<file path="src/core/relay_ctl_regs.vh">
// Constants shared by the relay output control design files.
`ifndef RELAY_CTL_REGS_VH
`define RELAY_CTL_REGS_VH
`define SRC_ALARM1 2'h0
`define SRC_ALARM2 2'h1
`define SRC_BOTH 2'h2
`define SRC_NONE 2'h3
`define FUNC_OR 1'h0
`define FUNC_AND 1'h1
`define POL_NO 1'h0
`define POL_NC 1'h1
`define TICK_NS 1000000
`define CLK_NS 8
`endif

</file>
<file path="src/core/chan_alarm.v">
// Two threshold alarms with hysteresis for one measurement channel.
`timescale 1ns/1ns
module chan_alarm #(
  parameter W = 16
) (
  input wire clk,
  input wire nrst,
  input wire [W-1:0] reading,
  input wire [W-1:0] thr1,
  input wire [W-1:0] hyst1,
  input wire under1,
  input wire [W-1:0] thr2,
  input wire [W-1:0] hyst2,
  input wire under2,
  output wire [1:0] alarm
);
  reg [1:0] alarm_r;
  reg [1:0] alarm_nxt;
  reg [W:0] hi1;
  reg [W:0] lo1;
  reg [W:0] hi2;
  reg [W:0] lo2;
  reg [W:0] rd;

  assign alarm = alarm_r;

  // Each alarm sets past one hysteresis edge and clears past the other.
  always @* begin
    rd = {1'b0, reading};
    hi1 = {1'b0, thr1} + {1'b0, hyst1};
    lo1 = {1'b0, thr1} - {1'b0, hyst1};
    hi2 = {1'b0, thr2} + {1'b0, hyst2};
    lo2 = {1'b0, thr2} - {1'b0, hyst2};
    alarm_nxt = alarm_r;
    if (!under1) begin
      if (rd > hi1) alarm_nxt[0] = 1'b1;
      else if (rd < lo1 && !lo1[W]) alarm_nxt[0] = 1'b0;
    end else begin
      if (rd < lo1 && !lo1[W]) alarm_nxt[0] = 1'b1;
      else if (rd > hi1) alarm_nxt[0] = 1'b0;
    end
    if (!under2) begin
      if (rd > hi2) alarm_nxt[1] = 1'b1;
      else if (rd < lo2 && !lo2[W]) alarm_nxt[1] = 1'b0;
    end else begin
      if (rd < lo2 && !lo2[W]) alarm_nxt[1] = 1'b1;
      else if (rd > hi2) alarm_nxt[1] = 1'b0;
    end
  end

  // Alarms start cleared.
  always @(posedge clk) begin
    if (!nrst) alarm_r <= 2'h0;
    else alarm_r <= alarm_nxt;
  end
endmodule

</file>
<file path="src/core/relay_ctl.v">
// Relay output control: channel alarms, logic function, delays and hold times.
`timescale 1ns/1ns
`include "relay_ctl_regs.vh"
// Functional notes
// - Every channel has two alarms, each set independently by its own condition.
// - Each output combines its attached channels with OR (any) or AND (all).
// - A source naming one alarm puts the channel in alarm exactly when that alarm is set.
// - A source naming both alarms needs both set at the same time.
// - Normally open polarity closes the relay while the function is 1.
// - Normally closed polarity opens the relay while the function is 1.
// - A zero delay lets the relay follow the function at once.
// - A nonzero delay switches the relay only after the delay has run out.
// - After a switch the relay holds its state for the closed or open hold time.
// - No delay counting happens while a hold time runs.
// - The delay counter counts up while the function differs from the coil state and down to 0 while they agree.
// - Each relay has its own open or closed status output.
module relay_ctl #(
  parameter NCH = 2,
  parameter NOUT = 2,
  parameter W = 16,
  parameter TW = 16,
  parameter TICK_CYC = `TICK_NS / `CLK_NS
) (
  input wire clk,
  input wire nrst,
  input wire [NCH*W-1:0] reading,
  input wire [NCH*W-1:0] thr1,
  input wire [NCH*W-1:0] hyst1,
  input wire [NCH-1:0] under1,
  input wire [NCH*W-1:0] thr2,
  input wire [NCH*W-1:0] hyst2,
  input wire [NCH-1:0] under2,
  input wire [NOUT*NCH*2-1:0] src_sel,
  input wire [NOUT-1:0] func_and,
  input wire [NOUT-1:0] pol_nc,
  input wire [NOUT*TW-1:0] close_delay,
  input wire [NOUT*TW-1:0] open_delay,
  input wire [NOUT*TW-1:0] closed_hold,
  input wire [NOUT*TW-1:0] open_hold,
  output wire [NCH*2-1:0] alarm,
  output wire [NOUT-1:0] relay_on,
  output wire [NOUT-1:0] relay_closed
);
  reg [31:0] tick_cnt_r;
  reg tick_r;
  reg [NOUT-1:0] func;
  reg [NOUT-1:0] coil_r;
  reg [NOUT*TW-1:0] dcnt_r;
  reg [NOUT*TW-1:0] hold_r;
  reg [NOUT*TW-1:0] dcnt_nxt;
  reg [NOUT*TW-1:0] hold_nxt;
  reg [NOUT-1:0] coil_nxt;
  reg [NOUT-1:0] closed_r;
  reg [1:0] sel;
  reg [1:0] a;
  reg ch_al;
  reg want;
  reg [TW-1:0] dc;
  reg [TW-1:0] hd;
  reg [TW-1:0] dly;
  integer o;
  integer c;
  integer p;
  integer q;

  genvar g;
  // One alarm pair per channel.
  generate
    for (g = 0; g < NCH; g = g + 1) begin : gch
      chan_alarm #(.W(W)) u_al (
        .clk(clk),
        .nrst(nrst),
        .reading(reading[g*W +: W]),
        .thr1(thr1[g*W +: W]),
        .hyst1(hyst1[g*W +: W]),
        .under1(under1[g]),
        .thr2(thr2[g*W +: W]),
        .hyst2(hyst2[g*W +: W]),
        .under2(under2[g]),
        .alarm(alarm[g*2 +: 2])
      );
    end
  endgenerate

  // Time base tick that paces delay and hold counters.
  always @(posedge clk) begin
    if (!nrst) begin
      tick_cnt_r <= 32'h0;
      tick_r <= 1'b0;
    end else if (tick_cnt_r >= TICK_CYC - 1) begin
      tick_cnt_r <= 32'h0;
      tick_r <= 1'b1;
    end else begin
      tick_cnt_r <= tick_cnt_r + 32'h1;
      tick_r <= 1'b0;
    end
  end

  // Logic function per output over all attached channels.
  always @* begin
    sel = 2'h0;
    a = 2'h0;
    ch_al = 1'b0;
    for (o = 0; o < NOUT; o = o + 1) begin
      func[o] = func_and[o] == `FUNC_AND;
      for (c = 0; c < NCH; c = c + 1) begin
        sel = src_sel[(o*NCH + c)*2 +: 2];
        a = alarm[c*2 +: 2];
        case (sel)
          `SRC_ALARM1: ch_al = a[0];
          `SRC_ALARM2: ch_al = a[1];
          `SRC_BOTH: ch_al = a[0] & a[1];
          default: ch_al = 1'b0;
        endcase
        if (sel != `SRC_NONE) begin
          if (func_and[o] == `FUNC_AND) func[o] = func[o] & ch_al;
          else func[o] = func[o] | ch_al;
        end
      end
    end
  end

  // Delay counter and hold timer per output; coil means relay in its active state.
  always @* begin
    dcnt_nxt = dcnt_r;
    hold_nxt = hold_r;
    coil_nxt = coil_r;
    dc = {TW{1'b0}};
    hd = {TW{1'b0}};
    dly = {TW{1'b0}};
    want = 1'b0;
    for (p = 0; p < NOUT; p = p + 1) begin
      dc = dcnt_r[p*TW +: TW];
      hd = hold_r[p*TW +: TW];
      want = func[p];
      dly = coil_r[p] ? open_delay[p*TW +: TW] : close_delay[p*TW +: TW];
      if (hd != {TW{1'b0}}) begin
        if (tick_r) hold_nxt[p*TW +: TW] = hd - 1'b1;
      end else if (want != coil_r[p]) begin
        if (dc >= dly) begin
          coil_nxt[p] = want;
          dcnt_nxt[p*TW +: TW] = {TW{1'b0}};
          hold_nxt[p*TW +: TW] = want ? closed_hold[p*TW +: TW] : open_hold[p*TW +: TW];
        end else if (tick_r) begin
          dcnt_nxt[p*TW +: TW] = dc + 1'b1;
        end
      end else if (tick_r && dc != {TW{1'b0}}) begin
        dcnt_nxt[p*TW +: TW] = dc - 1'b1;
      end
    end
  end

  // State registers and relay contact mapping.
  always @(posedge clk) begin
    if (!nrst) begin
      coil_r <= {NOUT{1'b0}};
      dcnt_r <= {NOUT*TW{1'b0}};
      hold_r <= {NOUT*TW{1'b0}};
      closed_r <= {NOUT{1'b0}};
    end else begin
      coil_r <= coil_nxt;
      dcnt_r <= dcnt_nxt;
      hold_r <= hold_nxt;
      for (q = 0; q < NOUT; q = q + 1) begin
        if (pol_nc[q] == `POL_NC) closed_r[q] <= ~coil_nxt[q];
        else closed_r[q] <= coil_nxt[q];
      end
    end
  end

  assign relay_on = closed_r;
  assign relay_closed = closed_r;
endmodule

</file>
<file path="config.mk">
export PLATFORM = sky130hd
export DESIGN_NAME = relay_ctl
export DESIGN_NICKNAME = d
export VERILOG_FILES = /design/src/core/chan_alarm.v /design/src/core/relay_ctl.v
export VERILOG_INCLUDE_DIRS = /design/src /design/src/core
export SDC_FILE = /design/constraint.sdc
export NUM_CORES = 1
export LEC_CHECK = 0
export BUFFER_PORTS_ARGS = -buffer_cell sky130_fd_sc_hd__buf_4
export CORE_UTILIZATION = 40
export CTS_CLUSTER_DIAMETER = 40
export CTS_CLUSTER_SIZE = 40
export DETAILED_ROUTE_END_ITERATION = 8
export GPL_ROUTABILITY_DRIVEN = 0
export PLACE_DENSITY = 0.73
export SLEW_MARGIN = 30
export SYNTH_ARGS = -nofsm -noshare
export SYNTH_HDL_FRONTEND = slang
export SYNTH_SLANG_ARGS = --single-unit
</file>
<file path="constraint.sdc">
create_clock -name clk -period 4.2 [get_ports clk]
set_input_delay 0.21 -clock clk [delete_from_list [all_inputs] [get_ports clk]]
set_output_delay 0.21 -clock clk [all_outputs]
set_load 0.005 [all_outputs]
</file>
# Word-level counts from Yosys, hierarchy flattened
# Index checks and enable logic that the tools add are counted.
[totals]
out_inout_bits = 8
in_bits = 306
ff_bits = 105
[classes]
magnitude_cmp = 11
bitwise_logic = 15
mux = 61
n_eq_ne = 18
n_reduce_logical = 33
add_sub_neg = 15
[op_table]
columns = ["operator", "count"]
rows = [
  ["$mux 16", 20],
  ["$add 16x16->17", 4],
  ["$gt 16x17->1", 4],
  ["$lt 16x17->1", 4],
  ["$sub 16x16->17", 4],
  ["$reduce_bool 16->1", 4],
  ["$sub 16x1->16 const B", 4],
  ["$mux 1", 37],
  ["$add 16x1->16 const B", 2],
  ["$add 32x1->32 const B", 1],
  ["$ge 16x16->1", 2],
  ["$ge 32x17->1 const B", 1],
  ["$reduce_bool 2->1", 10],
  ["$ne 2x2->1 const B", 6],
  ["$pmux 1 s3", 4],
  ["$reduce_and 3->1", 4],
  ["$eq 2x1->1 const B", 4],
  ["$eq 2x2->1 const B", 4],
  ["$logic_not 2->1", 4],
  ["$and 1x1->1", 6],
  ["$logic_and 1x1->1", 6],
  ["$ne 3x2->1 const B", 2],
  ["$not 1->1", 5],
  ["$logic_not 1->1", 4],
  ["other kinds (3)", 7],
]

# Logic depth before layout (Yosys ltp)
[logic_depth]
depth_word = 13
ltp_mapped = 19
mapped_depth_nobuf = 19

# Modules after synthesis
# A second synthesis with hierarchy kept.
[unflattened]
cells_unflattened = 2192
hier_area_um2 = 16537.1
[modules_own_cells]
columns = ["mod", "area_per_inst_um2", "instances", "cells_each"]
rows = [
  ["relay_ctl", 7676.1, 1, 992],
  ["chan_alarm at gch[0].u_al", 4454.3, 1, 595],
  ["chan_alarm at gch[1].u_al", 4406.7, 1, 605],
]

# Least setup slack after synthesis
# OpenSTA, ideal clock, no wires.
[synth_path]
path_type = "flip-flop to flip-flop"
from = "register coil_r[1]"
to = "register dcnt_r[26]"
t_arrival_ns = 3.611
n_path_buf = 2
slack_ns = 0.510
required_ns = 4.121
setup_ns = 0.079
synth_period_minus_slack_ns = 3.690
path_stages_with_launch = 13
cell_sequence = "dfxtp_1 clkbuf_1 clkbuf_1 mux2i_1 ha_1 o21a_1 nor2b_1 a311o_1 a211oi_1 a211oi_2 nor3_1 or4b_1 o211ai_1"
[synth_via]
elab_chain_len = 4
word_cells_on_any_way = 8
classes_between = "1 x order compare; 2 x eq/ne; 3 x mux; 2 x reduce/logical"
[synth_rtl]
columns = ["element", "line", "rtl"]
rows = [
  ["from (decl)", "relay_ctl.v:47", "reg [NOUT-1:0] coil_r;"],
  ["from (signal assigned)", "relay_ctl.v:156", "coil_r <= {NOUT{1'b0}};"],
  ["from (signal assigned)", "relay_ctl.v:161", "coil_r <= coil_nxt;"],
  ["$mux 16", "relay_ctl.v:136", "dly = coil_r[p] ? open_delay[p*TW +: TW] : close_delay[p*TW +: TW];"],
  ["$ge 16x16->1", "relay_ctl.v:140", "if (dc >= dly) begin"],
  ["$ne 3x2->1 (no line) or $mux 16 (tied branches)", "n/a", ""],
  ["$reduce_and 3->1 (no line) or $mux 16 (tied branches)", "n/a", ""],
  ["to (signal assigned)", "relay_ctl.v:157", "dcnt_r <= {NOUT*TW{1'b0}};"],
  ["to (signal assigned)", "relay_ctl.v:162", "dcnt_r <= dcnt_nxt;"],
  ["to (decl)", "relay_ctl.v:48", "reg [NOUT*TW-1:0] dcnt_r;"],
]
# Several ways; a longest one is shown, not always the timed one.
# A chain may end at the register's enable or synchronous reset.

# Worst setup path in the final report
[layout_path]
from = "register coil_r[0]"
to = "register hold_r[8]"
[layout_via]
elab_chain_len = 4
word_cells_on_any_way = 6
classes_between = "1 x order compare; 1 x eq/ne; 1 x mux; 3 x reduce/logical"
[layout_rtl]
columns = ["element", "line", "rtl"]
rows = [
  ["$mux 16", "relay_ctl.v:136", ""],
  ["$ge 16x16->1", "relay_ctl.v:140", ""],
  ["$reduce_bool 2->1 (no line)", "n/a", ""],
  ["$reduce_and 3->1 (no line) *", "n/a", ""],
  ["to (signal assigned)", "relay_ctl.v:158", "hold_r <= {NOUT*TW{1'b0}};"],
  ["to (signal assigned)", "relay_ctl.v:163", "hold_r <= hold_nxt;"],
  ["to (decl)", "relay_ctl.v:49", "reg [NOUT*TW-1:0] hold_r;"],
]
# Every way passes the cells marked *; elsewhere a longest branch is shown, timed or not.

==> results.toml <==
[status]
status = "finished clean"

[cts]
clk_latency_ns = 0.35
clock-sinks = 105
clockRootBuffer = "clkbuf_16"
cts_tree = "done"
clk_pin_slew_ns = 0.07
htree_levels = 3
clock_path_buffers = 2
cts_inserted_buffers = 9
cts_resized = 0
hold_buffers = 0
post-cts-setup-buffers = 0

[global_route]
overflow = 0
grt_pass1_vias = 16134
grt_max_degree = 50
grt_pass1_wl_um = 76560
grtUsageTotal_pct = 22.17
antenna_found_initial = 0

[die]
die_w_um = 202.5
start_util_pct = 40.48
num_rows = 73
core_mm2 = 0.03973
die_h_um = 202.5
die-area_mm2 = 0.04102
ioPinCount = 314

[job]
max-cap-violations = 0

[critical_path]
crit_top_cell = "buf_4"
max_stage_delay_ns = 0.76
required_ns = 4.47
critPathSlowestCell = "dfxtp_1"
cp.arrival_ns = 4.07
r2r-start = "coil_r[0]"
cp_max_fo = 13
worstSetupStartpoint = "coil_r[0]"
worstSetupPathType = "register to register"
worst-r2r-setup-slack_ns = 0.40
crit_path_cell_trace = "buf_4 -> mux2i_1 -> ha_1 -> and3_1 -> nand3_1 -> nor3_1 -> a21oi_1 -> buf_4 -> or3_1 -> o21ai_1 -> nand2_1 -> o22ai_1"
critPathLaunchType = "register"
end_kind = "register"

[synthesis]
synth.cell_area_mm2 = 0.01608
synth_edf_count = 0
synth.top_cell.area_share_pct = 22.95
ys_seq_area_share_pct = 13.07
post-synth-top-count-cell = "ha_1"
yosys_warnings = 0
yosys-top-cells-area = "ha_1 23%, dfxtp_1 13%, a21oi_1 5.1%"
syn_avg_cell_area_um2 = 7.598
ys_types = 84
synth_cells = 2117
synth_async_sr_flop_share_pct = 0
ys.flop_type = "dfxtp_1"
synth.ff_latch_count = 105
synth_common_cells = "295 x ha_1, 180 x nor2_1, 166 x inv_1"
yosys.area.top_type = "ha_1"

[cells_and_area]
antenna_cells = 0
fin_util_pct = 48.50
finalNetCount = 3006
fin_cells = 2927
fin_area_mm2 = 0.01927
area_growth_pct = 19.81
drive_gt1_share_pct = 16.78

[power]
p_leak_nw = 8.898
power_w = 0.008360
irDropWorstVdd_uv = 262.0
powerDensity_mw_per_mm2 = 433.8

[placed_design]
place_inst = 2911
numPortBuffers = 313
dpl.hpwl_um = 38800
post_dp_cell_area_mm2 = 0.01898

[drt]
ant_nets = 0
wl_per_cell_um = 16.07
met1_length_um = 20900
highest_layer = "met4"
drtIter0Drc = 945
vias_per_cell = 5.703
drc = 0
postRouteWirelength_um = 47050
wl_met2_um = 22400
drt_pass1_iterations = 6
route.met3.wl_um = 2677
via_count = 16693

[timing]
finalCritPeriodShare_pct = 90.47
rsz0062_at_grt = "false"
worst_pin_slew_ns = 0.8038
relSlewSlack_pct = 46.22
fmax_mhz = 263.2
finClkSkew_ns = 0.01027
finalHoldViolCount = 0
slew_violations = 0
finalSetupViolations = 0
min_period_ns = 3.800
finalSetupTns_ns = 0

[min_path]
hold_start = "pol_nc[1]"
min_path_type = "input port to register"
## layout by cell type, fill, tap and decap left out, drive strengths merged, types with 30 or more instances in the layout
master  instances
buf           338
ha            295
nor2          181
inv           166
a21oi         166
nand2         119
dfxtp         105
o21ai         101
xnor2          92
nor3           88
nand3          71
mux2i          60
nand2b         35
xor2           31
a21o           30
## stage by stage
stage	setup WS (ns)	hold WS, ns
final	0.4001	0.09912
after CTS	0.4192	0.08608
after global placement	0.2577	0.4237
after global routing	0.1341	0.1213
after floorplan	0.5099	0.3548
after detailed placement	0.1225	0.4370
## critical path, delay by kind of cell (launching register included)
| kind | cells | cell delay, ns |
|---|---|---|
| AND/OR/NAND/NOR | 5 | 1.32 |
| flip-flops | 1 | 0.76 |
| AO/OA/AOI/OAI | 3 | 0.68 |
| buffers and inverters | 2 | 0.52 |
| adder cells (fa/ha/maj) | 1 | 0.30 |
| multiplexers | 1 | 0.12 |
## final timing paths
check	to	cells past startpoint
min reg2reg	tick_cnt_r[0]	1
max	hold_r[8]	12
max reg2reg	hold_r[8]	12
min	relay_closed[1]	3
## state kept, by name (all words and copies together) (netlist names)
register / flops
coil_r: 2
dcnt_r: 32
tick_r: 1
gch.u_al.alarm: 4
tick_cnt_r: 32
hold_r: 32
relay_closed: 2
## report_power, final
part | switching, W | total, W | internal (W)
Sequential | 0.000335 | 0.00158 | 0.00124
Combinational | 0.00335 | 0.00593 | 0.00258
Clock | 0.000394 | 0.000857 | 0.000463
Total | 0.00408 | 0.00836 | 0.00428
## area by class of cell
| cell class | count | area, um^2 |
|---|---|---|
| clock buffers | 11 | 232.7 |
| clock inverters | 5 | 56.30 |
| fillers | 3834 | 20460 |
| inverters | 166 | 623.1 |
| multi-input cells | 1777 | 13060 |
| flip-flops and latches | 105 | 2102 |
| well taps | 525 | 656.9 |
| repair buffers | 338 | 2537 |
## cells by family (layout without fill, tap and decap cells)
kind of cell	after synthesis	in the layout	synth area share (%)
simple gates	683	683	21.60
compound gates	580	580	23.87
fa+ha+maj	303	303	23.94
buf+inv	249	520	6.075
xor+xnor	123	123	6.698
flops	105	105	13.07
mux	73	73	4.722
other cells	1	15	0.02331
## routing by layer
| metal | track usage [%] | vias to the layer above |
|---|---|---|
| met1 | 28.45 | 7756 |
| met2 | 38.85 | 575 |
| met3 | 2.632 | 77 |
| li1 | - | 8285 |
| met4 | 6.096 | 0 |
| met5 | 0 | - |
(Power assumes the default switching activity.)
